### src/verilog/rfid_regs_consts.svh
// Offsets, bit positions, reset values and levels of the reader test and FIFO register group.
`ifndef RFID_REGS_CONSTS_SVH
`define RFID_REGS_CONSTS_SVH
`define OFS_TEST_RX_PATH 5'h1A
`define OFS_TEST_MODE 5'h1B
`define OFS_FIFO_STATUS 5'h1C
`define OFS_TX_LEN_HIGH 5'h1D
`define OFS_TX_LEN_LOW 5'h1E
`define RST_REG 8'h00
`define RD_UNMAPPED 8'h00
`define TR_KEYING_IN 7
`define TR_SUBC_OUT 6
`define TR_DIRECT_TX 5
`define TR_STAGE_SEL 4
`define TR_CUT_TWO 3
`define TR_CUT_ONE 2
`define TR_FOLLOWER 1
`define TR_AGC_PROBE 0
`define TM_RF_LEVEL 7
`define TM_PROBE_HI 3
`define TM_PROBE_LO 2
`define TM_DEC_TEST 1
`define TM_FAST_CLK 0
`define TM_STOP_MASK 8'h0E
`define FIFO_HIGH_LEVEL 5'h09
`define FIFO_LOW_LEVEL 5'h03
`define FIFO_DEPTH_DEF 16
`define FIFO_WIDTH_DEF 8
`endif

### src/verilog/rfid_regs_pkg.sv
// Types shared by the reader test and FIFO register group.
package rfid_regs_pkg;
  typedef logic [7:0] reg_byte_t;
  typedef logic [4:0] reg_addr_t;
  typedef logic [2:0] level_t;
endpackage : rfid_regs_pkg

### src/verilog/fifo_status_txlen_test_regs.sv
// Reader test controls, FIFO status, transmit length registers and their data FIFO.
// Operation
// RULE1: Test registers clear on reset or enable low.
// RULE2: Keying pin feeds decoder when bit7 set.
// RULE3: Shaping pin drives digitized subcarrier on bit6.
// RULE4: Shaping pin becomes direct modulation, receiver reset.
// RULE5: Stage select picks first or second stage.
// RULE6: Gain cut bits drop gain, halve corner.
// RULE7: Gain probe shows gain level on strength.
// RULE8: Decoder or I/O test bit enters test mode.
// RULE9: Stop condition clears decoder and I/O bits.
// RULE10: Bit0 clocks coders at full reference rate.
// RULE11: Status bit7 always reads zero.
// RULE12: FIFO-high flag at nine bytes during reception.
// RULE13: FIFO-low flag at three bytes during transmission.
// RULE14: Overflow flag when writes exceed FIFO room.
// RULE15: Low status nibble shows unread bytes minus one.
// RULE16: Length registers clear on reset and frame end.
// RULE17: Twelve-bit byte count split across two registers.
// RULE18: Partial bit count used only with flag.
// RULE19: Flag bit0 marks short final byte.
// RULE20: Main strength field is three bits wide.
`include "rfid_regs_consts.svh"

// ****************************************************************
// Data FIFO
// ****************************************************************
module data_fifo #(
  parameter int WIDTH = `FIFO_WIDTH_DEF,
  parameter int DEPTH = `FIFO_DEPTH_DEF
) (
  // Clock and reset
  input wire logic mclk,
  input wire logic rst,
  input wire logic flush,
  // Fill side
  input wire logic in_valid,
  output logic in_ready,
  input wire logic [WIDTH-1:0] in_data,
  // Drain side
  output logic out_valid,
  input wire logic out_ready,
  output logic [WIDTH-1:0] out_data,
  // Fill level
  output logic [$clog2(DEPTH):0] level
);
  localparam int AW = $clog2(DEPTH);
  typedef struct packed {
    logic [DEPTH-1:0][WIDTH-1:0] mem;
    logic [AW-1:0] wp;
    logic [AW-1:0] rp;
    logic [AW:0] cnt;
  } fifo_st_t;
  fifo_st_t s_r;
  fifo_st_t s_nxt;
  logic push;
  logic pop;

  // Full and empty come straight from the count, so both are exact.
  assign in_ready = s_r.cnt != (AW+1)'(DEPTH);
  assign out_valid = s_r.cnt != '0;
  assign out_data = s_r.mem[s_r.rp];
  assign level = s_r.cnt;
  assign push = in_valid && in_ready;
  assign pop = out_valid && out_ready;

  // Pointers wrap because the depth is a power of two.
  always_comb
  begin
    s_nxt = s_r;
    if (push)
    begin
      s_nxt.mem[s_r.wp] = in_data;
      s_nxt.wp = s_r.wp + 1'b1;
    end
    if (pop)
    begin
      s_nxt.rp = s_r.rp + 1'b1;
    end
    s_nxt.cnt = s_r.cnt + (AW+1)'(push) - (AW+1)'(pop);
    if (rst || flush)
    begin
      s_nxt = '0;
    end
  end

  // State register.
  always_ff @(posedge mclk)
  begin
    s_r <= s_nxt;
  end
endmodule : data_fifo

// ****************************************************************
// Register group
// ****************************************************************
module fifo_status_txlen_test_regs #(
  parameter int FIFO_WIDTH = `FIFO_WIDTH_DEF,
  parameter int FIFO_DEPTH = `FIFO_DEPTH_DEF
) (
  // Clock, reset and chip enable
  input wire logic mclk,
  input wire logic rst,
  input wire logic chip_en,
  // Register port from the host interface
  input wire rfid_regs_pkg::reg_addr_t reg_addr,
  input wire logic reg_wr,
  input wire logic reg_rd,
  input wire rfid_regs_pkg::reg_byte_t reg_wdata,
  output rfid_regs_pkg::reg_byte_t reg_rdata,
  // Frame events
  input wire logic rx_active,
  input wire logic tx_active,
  input wire logic tx_eof,
  input wire logic stop_cond,
  input wire logic fifo_flush,
  // FIFO fill side
  input wire logic fill_valid,
  output logic fill_ready,
  input wire logic [FIFO_WIDTH-1:0] fill_data,
  // FIFO drain side
  output logic drain_valid,
  input wire logic drain_ready,
  output logic [FIFO_WIDTH-1:0] drain_data,
  // Keying pin
  input wire logic keying_pin_in,
  output logic keying_pin_decoder_input,
  output logic decoder_ext_sel,
  // Shaping pin
  input wire logic shaping_pin_in,
  output logic shaping_pin_out,
  output logic shaping_pin_oe,
  input wire logic shape_drive,
  input wire logic rx_subcarrier,
  output logic shaping_pin_direct_tx,
  output logic rx_reset,
  // Receiver analog controls
  output logic stage_sel,
  output logic stage_one_gain_cut,
  output logic stage_two_gain_cut,
  output logic stage_one_corner_half,
  output logic stage_two_corner_half,
  output logic follower_test,
  // Strength field
  input wire rfid_regs_pkg::level_t rssi_main,
  input wire rfid_regs_pkg::level_t agc_level,
  output rfid_regs_pkg::level_t rssi_main_shown,
  // Test mode and coder clock
  output logic test_mode,
  output logic coder_fast_clock,
  output logic rf_amplitude_probe,
  // Transmit length
  output logic [11:0] tx_byte_count,
  output logic [2:0] tx_partial_bits,
  output logic tx_partial_flag
);
  import rfid_regs_pkg::*;

  localparam int LW = $clog2(FIFO_DEPTH) + 1;

  typedef struct packed {
    reg_byte_t test_rx_path_ctrl;
    reg_byte_t test_mode_ctrl;
    reg_byte_t tx_length_high;
    reg_byte_t tx_length_low_partial;
    logic ovf;
    reg_byte_t rdata;
  } regs_st_t;
  regs_st_t s_r;
  regs_st_t s_nxt;
  logic [LW-1:0] level;
  logic fifo_high;
  logic fifo_low;
  logic [3:0] unread_m1;
  reg_byte_t fifo_level_status;
  logic clr;

  // Address match, used by every register decode.
  function automatic logic hit(input reg_addr_t a, input reg_addr_t ofs);
    hit = a == ofs;
  endfunction : hit

  data_fifo #(
    .WIDTH(FIFO_WIDTH),
    .DEPTH(FIFO_DEPTH)
  ) u_fifo (
    .mclk(mclk),
    .rst(clr),
    .flush(fifo_flush),
    .in_valid(fill_valid),
    .in_ready(fill_ready),
    .in_data(fill_data),
    .out_valid(drain_valid),
    .out_ready(drain_ready),
    .out_data(drain_data),
    .level(level)
  );

  // Power-on reset and enable low both return the group to its defaults.
  assign clr = rst || !chip_en; // RULE1

  // FIFO-high and FIFO-low flags follow the live FIFO level; the overflow flag is held in a register.
  assign fifo_high = rx_active && (level >= LW'(`FIFO_HIGH_LEVEL)); // RULE12
  assign fifo_low = tx_active && (level <= LW'(`FIFO_LOW_LEVEL)); // RULE13
  // An empty FIFO reads as zero, the same as one byte; N-1 cannot go below it.
  assign unread_m1 = (level == '0) ? 4'h0 : 4'((level - 1'b1)); // RULE15
  assign fifo_level_status = {1'b0, fifo_high, fifo_low, s_r.ovf, unread_m1}; // RULE11

  // Next state: stop and frame-end clears come first, so a host write in the same cycle wins; reset and enable low come last and win over it.
  always_comb
  begin
    s_nxt = s_r;
    if (stop_cond)
    begin
      s_nxt.test_mode_ctrl = s_r.test_mode_ctrl & ~`TM_STOP_MASK; // RULE9
    end
    if (tx_eof)
    begin
      s_nxt.tx_length_high = `RST_REG; // RULE16
      s_nxt.tx_length_low_partial = `RST_REG; // RULE16
    end
    if (fifo_flush)
    begin
      s_nxt.ovf = 1'b0;
    end
    if (fill_valid && !fill_ready)
    begin
      s_nxt.ovf = 1'b1; // RULE14
    end
    if (reg_wr && hit(reg_addr, `OFS_TEST_RX_PATH))
    begin
      s_nxt.test_rx_path_ctrl = reg_wdata;
    end
    if (reg_wr && hit(reg_addr, `OFS_TEST_MODE))
    begin
      s_nxt.test_mode_ctrl = reg_wdata;
    end
    if (reg_wr && hit(reg_addr, `OFS_TX_LEN_HIGH))
    begin
      s_nxt.tx_length_high = reg_wdata; // RULE17
    end
    if (reg_wr && hit(reg_addr, `OFS_TX_LEN_LOW))
    begin
      s_nxt.tx_length_low_partial = reg_wdata; // RULE17
    end
    if (reg_rd)
    begin
      s_nxt.rdata = `RD_UNMAPPED;
      if (hit(reg_addr, `OFS_TEST_RX_PATH))
        s_nxt.rdata = s_r.test_rx_path_ctrl;
      if (hit(reg_addr, `OFS_TEST_MODE))
        s_nxt.rdata = s_r.test_mode_ctrl;
      if (hit(reg_addr, `OFS_FIFO_STATUS))
        s_nxt.rdata = fifo_level_status;
      if (hit(reg_addr, `OFS_TX_LEN_HIGH))
        s_nxt.rdata = s_r.tx_length_high;
      if (hit(reg_addr, `OFS_TX_LEN_LOW))
        s_nxt.rdata = s_r.tx_length_low_partial;
    end
    if (clr)
    begin
      s_nxt = '0; // RULE1 RULE16
    end
  end

  // State register.
  always_ff @(posedge mclk)
  begin
    s_r <= s_nxt;
  end

  assign reg_rdata = s_r.rdata;

  // Keying pin becomes the decoder's digital input.
  assign decoder_ext_sel = s_r.test_rx_path_ctrl[`TR_KEYING_IN]; // RULE2
  assign keying_pin_decoder_input = decoder_ext_sel && keying_pin_in; // RULE2

  // Shaping pin: subcarrier out outranks direct mode, which turns the pin into an input.
  always_comb
  begin
    shaping_pin_out = shape_drive;
    shaping_pin_oe = 1'b1;
    shaping_pin_direct_tx = 1'b0;
    rx_reset = 1'b0;
    if (s_r.test_rx_path_ctrl[`TR_SUBC_OUT])
    begin
      shaping_pin_out = rx_subcarrier; // RULE3
    end
    else if (s_r.test_rx_path_ctrl[`TR_DIRECT_TX])
    begin
      shaping_pin_out = 1'b0;
      shaping_pin_oe = 1'b0; // RULE4
      shaping_pin_direct_tx = shaping_pin_in; // RULE4
      rx_reset = shaping_pin_in; // RULE4
    end
  end

  // Receiver analog controls; each gain cut also halves its high-pass corner.
  assign stage_sel = s_r.test_rx_path_ctrl[`TR_STAGE_SEL]; // RULE5
  assign stage_two_gain_cut = s_r.test_rx_path_ctrl[`TR_CUT_TWO]; // RULE6
  assign stage_one_gain_cut = s_r.test_rx_path_ctrl[`TR_CUT_ONE]; // RULE6
  assign stage_two_corner_half = stage_two_gain_cut; // RULE6
  assign stage_one_corner_half = stage_one_gain_cut; // RULE6
  assign follower_test = s_r.test_rx_path_ctrl[`TR_FOLLOWER];

  // The three-bit main strength field is borrowed by the gain probe.
  assign rssi_main_shown = s_r.test_rx_path_ctrl[`TR_AGC_PROBE] ? // RULE7 RULE20
    agc_level : rssi_main;

  // Test mode lasts as long as the decoder test bit, TM_PROBE_HI or TM_PROBE_LO survives the stop clear; the RF level probe bit does not count.
  assign test_mode = |(s_r.test_mode_ctrl & `TM_STOP_MASK); // RULE8
  assign coder_fast_clock = s_r.test_mode_ctrl[`TM_FAST_CLK]; // RULE10
  assign rf_amplitude_probe = s_r.test_mode_ctrl[`TM_RF_LEVEL];

  // Length fields; the partial count is masked unless the short-byte flag is set.
  assign tx_byte_count = {s_r.tx_length_high, s_r.tx_length_low_partial[7:4]}; // RULE17
  assign tx_partial_flag = s_r.tx_length_low_partial[0]; // RULE19
  assign tx_partial_bits = tx_partial_flag ? s_r.tx_length_low_partial[3:1] : 3'h0; // RULE18

  // ****************************************************************
  // Checks
  // ****************************************************************
  enable_clear_a: assert property (@(posedge mclk) disable iff (rst) // RULE1
    !chip_en |=> (s_r.test_rx_path_ctrl == 8'h00) && (s_r.test_mode_ctrl == 8'h00))
    else $error("test registers not cleared with enable low");
  keying_route_a: assert property (@(posedge mclk) disable iff (rst) // RULE2
    s_r.test_rx_path_ctrl[7] |-> keying_pin_decoder_input == keying_pin_in)
    else $error("keying pin not routed to decoder");
  subc_drive_a: assert property (@(posedge mclk) disable iff (rst) // RULE3
    s_r.test_rx_path_ctrl[6] |-> shaping_pin_oe && (shaping_pin_out == rx_subcarrier))
    else $error("subcarrier not driven on shaping pin");
  direct_in_a: assert property (@(posedge mclk) disable iff (rst) // RULE4
    (s_r.test_rx_path_ctrl[6:5] == 2'b01) |-> !shaping_pin_oe && (rx_reset == shaping_pin_in))
    else $error("direct mode pin handling wrong");
  agc_show_a: assert property (@(posedge mclk) disable iff (rst) // RULE7
    chip_en && reg_wr && (reg_addr == 5'h1A) && reg_wdata[0] |=> rssi_main_shown == agc_level)
    else $error("gain level not shown on strength bits");
  mode_hold_a: assert property (@(posedge mclk) disable iff (rst) // RULE8
    test_mode && chip_en && !stop_cond && !(reg_wr && (reg_addr == 5'h1B)) |=> test_mode)
    else $error("test mode dropped without stop");
  stop_clear_a: assert property (@(posedge mclk) disable iff (rst) // RULE9
    stop_cond && !(reg_wr && (reg_addr == 5'h1B)) |=> !test_mode)
    else $error("stop did not end test mode");
  status_read_a: assert property (@(posedge mclk) disable iff (rst) // RULE11 RULE15
    chip_en && reg_rd && (reg_addr == 5'h1C) && (level == 5'd8) |=> reg_rdata[7] == 1'b0
    && reg_rdata[3:0] == 4'h7)
    else $error("status read wrong for eight bytes");
  high_flag_a: assert property (@(posedge mclk) disable iff (rst) // RULE12
    rx_active && (level == 5'd8) |-> !fifo_high)
    else $error("high flag set below nine bytes");
  overflow_a: assert property (@(posedge mclk) disable iff (rst) // RULE14
    chip_en && fill_valid && !fill_ready |=> s_r.ovf)
    else $error("overflow not flagged");
  eof_clear_a: assert property (@(posedge mclk) disable iff (rst) // RULE16
    chip_en && tx_eof && !reg_wr |=> (tx_byte_count == 12'h000) && !tx_partial_flag)
    else $error("length not cleared at frame end");
  stage_pick_a: assert property (@(posedge mclk) disable iff (rst) // RULE5
    chip_en && reg_wr && (reg_addr == 5'h1A) && reg_wdata[4] |=> stage_sel)
    else $error("stage select not applied");
  gain_cut_a: assert property (@(posedge mclk) disable iff (rst) // RULE6
    chip_en && reg_wr && (reg_addr == 5'h1A) && reg_wdata[2]
    |=> stage_one_gain_cut && stage_one_corner_half)
    else $error("first stage cut not applied");
  fast_clock_a: assert property (@(posedge mclk) disable iff (rst) // RULE10
    chip_en && reg_wr && (reg_addr == 5'h1B) && reg_wdata[0] |=> coder_fast_clock)
    else $error("coder clock select not applied");
  high_read_a: assert property (@(posedge mclk) disable iff (rst) // RULE12
    chip_en && rx_active && reg_rd && (reg_addr == 5'h1C) && (level == 5'h09) |=> reg_rdata[6])
    else $error("high flag not read at nine bytes");
  low_read_a: assert property (@(posedge mclk) disable iff (rst) // RULE13
    chip_en && tx_active && reg_rd && (reg_addr == 5'h1C) && (level == 5'h03) |=> reg_rdata[5])
    else $error("low flag not read at three bytes");
  partial_mask_a: assert property (@(posedge mclk) disable iff (rst) // RULE18
    chip_en && reg_wr && (reg_addr == 5'h1E) && !reg_wdata[0] |=> tx_partial_bits == 3'h0)
    else $error("partial bits not masked");
  partial_flag_a: assert property (@(posedge mclk) disable iff (rst) // RULE19
    chip_en && reg_wr && (reg_addr == 5'h1E) && reg_wdata[0] |=> tx_partial_flag)
    else $error("short byte flag not taken");
endmodule : fifo_status_txlen_test_regs

### config.mk
export PLATFORM = sky130hd
export DESIGN_NAME = fifo_status_txlen_test_regs
export DESIGN_NICKNAME = d
export VERILOG_FILES = /design/src/verilog/rfid_regs_pkg.sv /design/src/verilog/fifo_status_txlen_test_regs.sv
export VERILOG_INCLUDE_DIRS = /design/src /design/src/verilog
export SDC_FILE = /design/constraint.sdc
export NUM_CORES = 1
export LEC_CHECK = 0
export ABC_CLOCK_PERIOD_IN_PS = 3750
export BUFFER_PORTS_ARGS = -buffer_cell sky130_fd_sc_hd__buf_2
export CAP_MARGIN = 20
export CORE_ASPECT_RATIO = 1.5
export CORE_MARGIN = 10
export CORE_UTILIZATION = 35
export CTS_CLUSTER_DIAMETER = 150
export DETAILED_ROUTE_END_ITERATION = 8
export PLACE_DENSITY = 0.52
export SETUP_SLACK_MARGIN = 0.15
export SLEW_MARGIN = 5
export SYNTH_ARGS = -nofsm -noshare
export SYNTH_HDL_FRONTEND = slang
export SYNTH_SLANG_ARGS = --single-unit
### constraint.sdc
create_clock -name mclk -period 3.75 [get_ports mclk]
set_input_delay 1.125 -clock mclk [delete_from_list [all_inputs] [get_ports mclk]]
set_output_delay 1.125 -clock mclk [all_outputs]
set_load 0.03 [all_outputs]
==> impl_metrics.ini <==
[critical_path]
cp.depth = 4
r2r_end = u_fifo.level[4]
cpPeakStageDelay_ps = 610
reg2reg_from = u_fifo.level[1]
cp-start-kind = flip-flop
r2r_slack_ps = 780
worstSetupStartpoint = u_fifo.s_r[5]
critPathSlowestCell = mux4_1
cp.arrival_ps = 2420
path_buf_inv = 2
path_delay_family = multiplexers
crit_type = flip-flop to primary output
crit_required_ps = 2620
endpoint = drain_data[1]
cp-end-kind = primary output
path_max_fanout = 17
crit_path_cell_trace = buf_4 -> mux4_1 -> mux4_2 -> buf_2
r2r_cells = 12

[logic_synthesis]
ys_warn_count = 0
post_synth_inst_count = 838
synthesis.nets = 902
syn-cell-area_sq_um = 8730
ys_ff_latch = 182
synth_top_flop_cell = dfxtp_1
synth_edf_count = 0
yosys-top-cells-area = dfxtp_1 (42%), mux2i_1 (16%), mux4_1 (9.0%), nor2_1 (7.4%), ha_1 (2.9%)
seq_area_frac_synth = 0.417
synth_cell_types = 49
avgSynthCellArea_sq_um = 10.4
synthTopCellsByCount = dfxtp_1 (182), nor2_1 (171), mux2i_1 (140)
yosys.area.top_type = dfxtp_1
synth-async-reset-ratio = 0
yosysMostFrequentCell = dfxtp_1
synth_top_area_frac = 0.417

[cts]
hold_buffers = 0
cts_buffers = 17
cts.path.max_buffers = 2
clock-root-buffer = clkbuf_16
clk_pin_slew_ps = 70
cts_sinks = 182
htree_levels = 4
ctsResizeCount = 0
clock_latency_ps = 430
cts_tree = built
post_cts_buffers = 0

[floorplan]
core_area_sq_um = 24500
start_util = 0.356
die_x_microns = 149
die_area_sq_um = 31800
die_y_microns = 213
rows = 70
ioPinCount = 95

[outcome]
status = finished, final reports clean

[grt]
grt.total_usage = 0.153
grt_pass1_vias = 6212
antenna_found_initial = 1
grt_pass1_wl_mm = 37.1
overflow = 0
grt_max_degree = 61

[detailed_routing]
vias_per_cell = 5.07
dr.first_iter.drc_count = 269
drt_wl_total_mm = 24.4
ant_nets = 0
drc = 0
drt-met1-wl_mm = 10.0
wl_met3_mm = 1.24
post_drt_wl_per_cell_microns = 20.0
routed.top_layer = met4
num_vias = 6202
drtPass1Iterations = 4
met2_length_mm = 12.5

[power]
powerDensity_nw_per_um2 = 413
ir_drop_uv = 316
p_leak_nw = 4.26

[sta]
worst_pin_slew_ps = 754
rsz0062_at_grt = false
relSlewSlack = 0.495
period_needed_ps = 3540
setup_violations = 0
min_period_over_period = 0.945
hold_violations = 0
timing.final.ws_setup_ps = 208
clock.fmax_ghz = 0.282
drv_slew = 0
fin_setup_tns_ps = 0
fin_worst_skew_ps = 7.10

[placement]
port_buffers = 94
gp_congestion = 0.905
place_ws_ps = 639
dp_hpwl_mm = 16.8

[run]
cap_violations = 0

[worst_hold_path]
hold_path.class = flip-flop to flip-flop

[finish]
drive_gt1_frac = 0.189
fill_cells = 2452
regArea_sq_um = 3640
nets = 950
synthToLayoutAreaGrowth_pct = 13.7
diodes = 0
multi_input_area_sq_um = 4590
metrics by stage:
stage / util / hold slack, ps / power (mW) / cells / cell area (sq um)
after floorplan: - / 433 / 2.13 / 838 / 8730
after global placement: 0.379 / 445 / 2.21 / 1191 / 9300
after detailed placement: 0.379 / 451 / 2.21 / 1191 / 9300
after CTS: 0.405 / 462 / 4.14 / 1223 / 9920
after global routing: 0.405 / 480 / 4.23 / 1223 / 9920
final: 0.405 / 462 / 4.09 / 1223 / 9920
report_power, final:
group	leakage [nW]	switching (mW)	internal, mW	total, mW
Clock	0.306	0.790	1.14	1.93
Sequential	1.47	0.00512	1.94	1.94
Combinational	2.49	0.151	0.0741	0.225
registers in the layout, indices dropped and copies added, names as in the netlist:
| signal | count |
|---|---|
| coder_fast_clock | 1 |
| decoder_ext_sel | 1 |
| fifo_level_status | 1 |
| follower_test | 1 |
| reg_rdata | 8 |
| rf_amplitude_probe | 1 |
| s_r | 12 |
| stage_one_corner_half | 1 |
| stage_sel | 1 |
| stage_two_corner_half | 1 |
| tx_byte_count | 12 |
| tx_partial_flag | 1 |
| u_fifo.level | 5 |
| u_fifo.s_r | 136 |
kinds of logic (layout without fill, tap and decap cells):
group,count (synthesis),count (layout),synth area share
multiplexers,185,185,0.283
AND/OR/NAND/NOR,280,280,0.154
adder cells (fa/ha/maj),21,21,0.0310
XOR/XNOR,9,9,0.00903
AO/OA/AOI/OAI,68,68,0.0486
flip-flops,182,182,0.417
buffers and inverters,93,154,0.0565
worst register-to-register path, stage by stage, from the launching register on:
cell      delay (ps)
dfxtp_1          330
inv_1            190
ha_1             280
nand3b_1         190
and2_1           300
ha_1             300
inv_1             40
ha_1             200
fa_1             410
a21oi_1          140
nor2_1            60
or3_1            320
a21oi_1          140
per-layer routing:
| metal | vias up | track usage |
|---|---|---|
| li1 | 3033 | - |
| met4 | 0 | 0.0553 |
| met5 | - | 0 |
| met3 | 38 | 0.0346 |
| met2 | 164 | 0.273 |
| met1 | 2967 | 0.173 |
layout make-up:
cell class	count	share of cell area
tap	324	0.0409
sequential	182	0.367
inverter	14	0.00530
timing repair buffer	108	0.0605
multi-input combinational	563	0.463
clock inverter	12	0.0178
clock buffer	20	0.0450
worst min path at each step:
stage,start,endpoint,slack (ps),depth (start not counted)
6_report,s_r[30],s_r[30],460,2
5_1_grt,s_r[30],s_r[30],480,2
4_1_cts,s_r[30],s_r[30],460,2
3_5_place_dp,s_r[30],s_r[30],450,2
2_1_floorplan,s_r[29],s_r[29],430,2
3_3_place_gp,s_r[30],s_r[30],450,2
layout by cell type (no fill, tap or decap), drive strengths merged, types with 7 or more instances in the layout:
master and count:
a21oi 32, and2 9, buf 108, clkbuf 20
dfxtp 182, ha 20, inv 15, mux2i 140
mux4 40, nand2 29, nand2b 12, nand3 12
nand3b 13, nand4 7, nor2 171, nor3b 8
o21ai 9
Note: power is estimated with default switching activity, not from simulation.
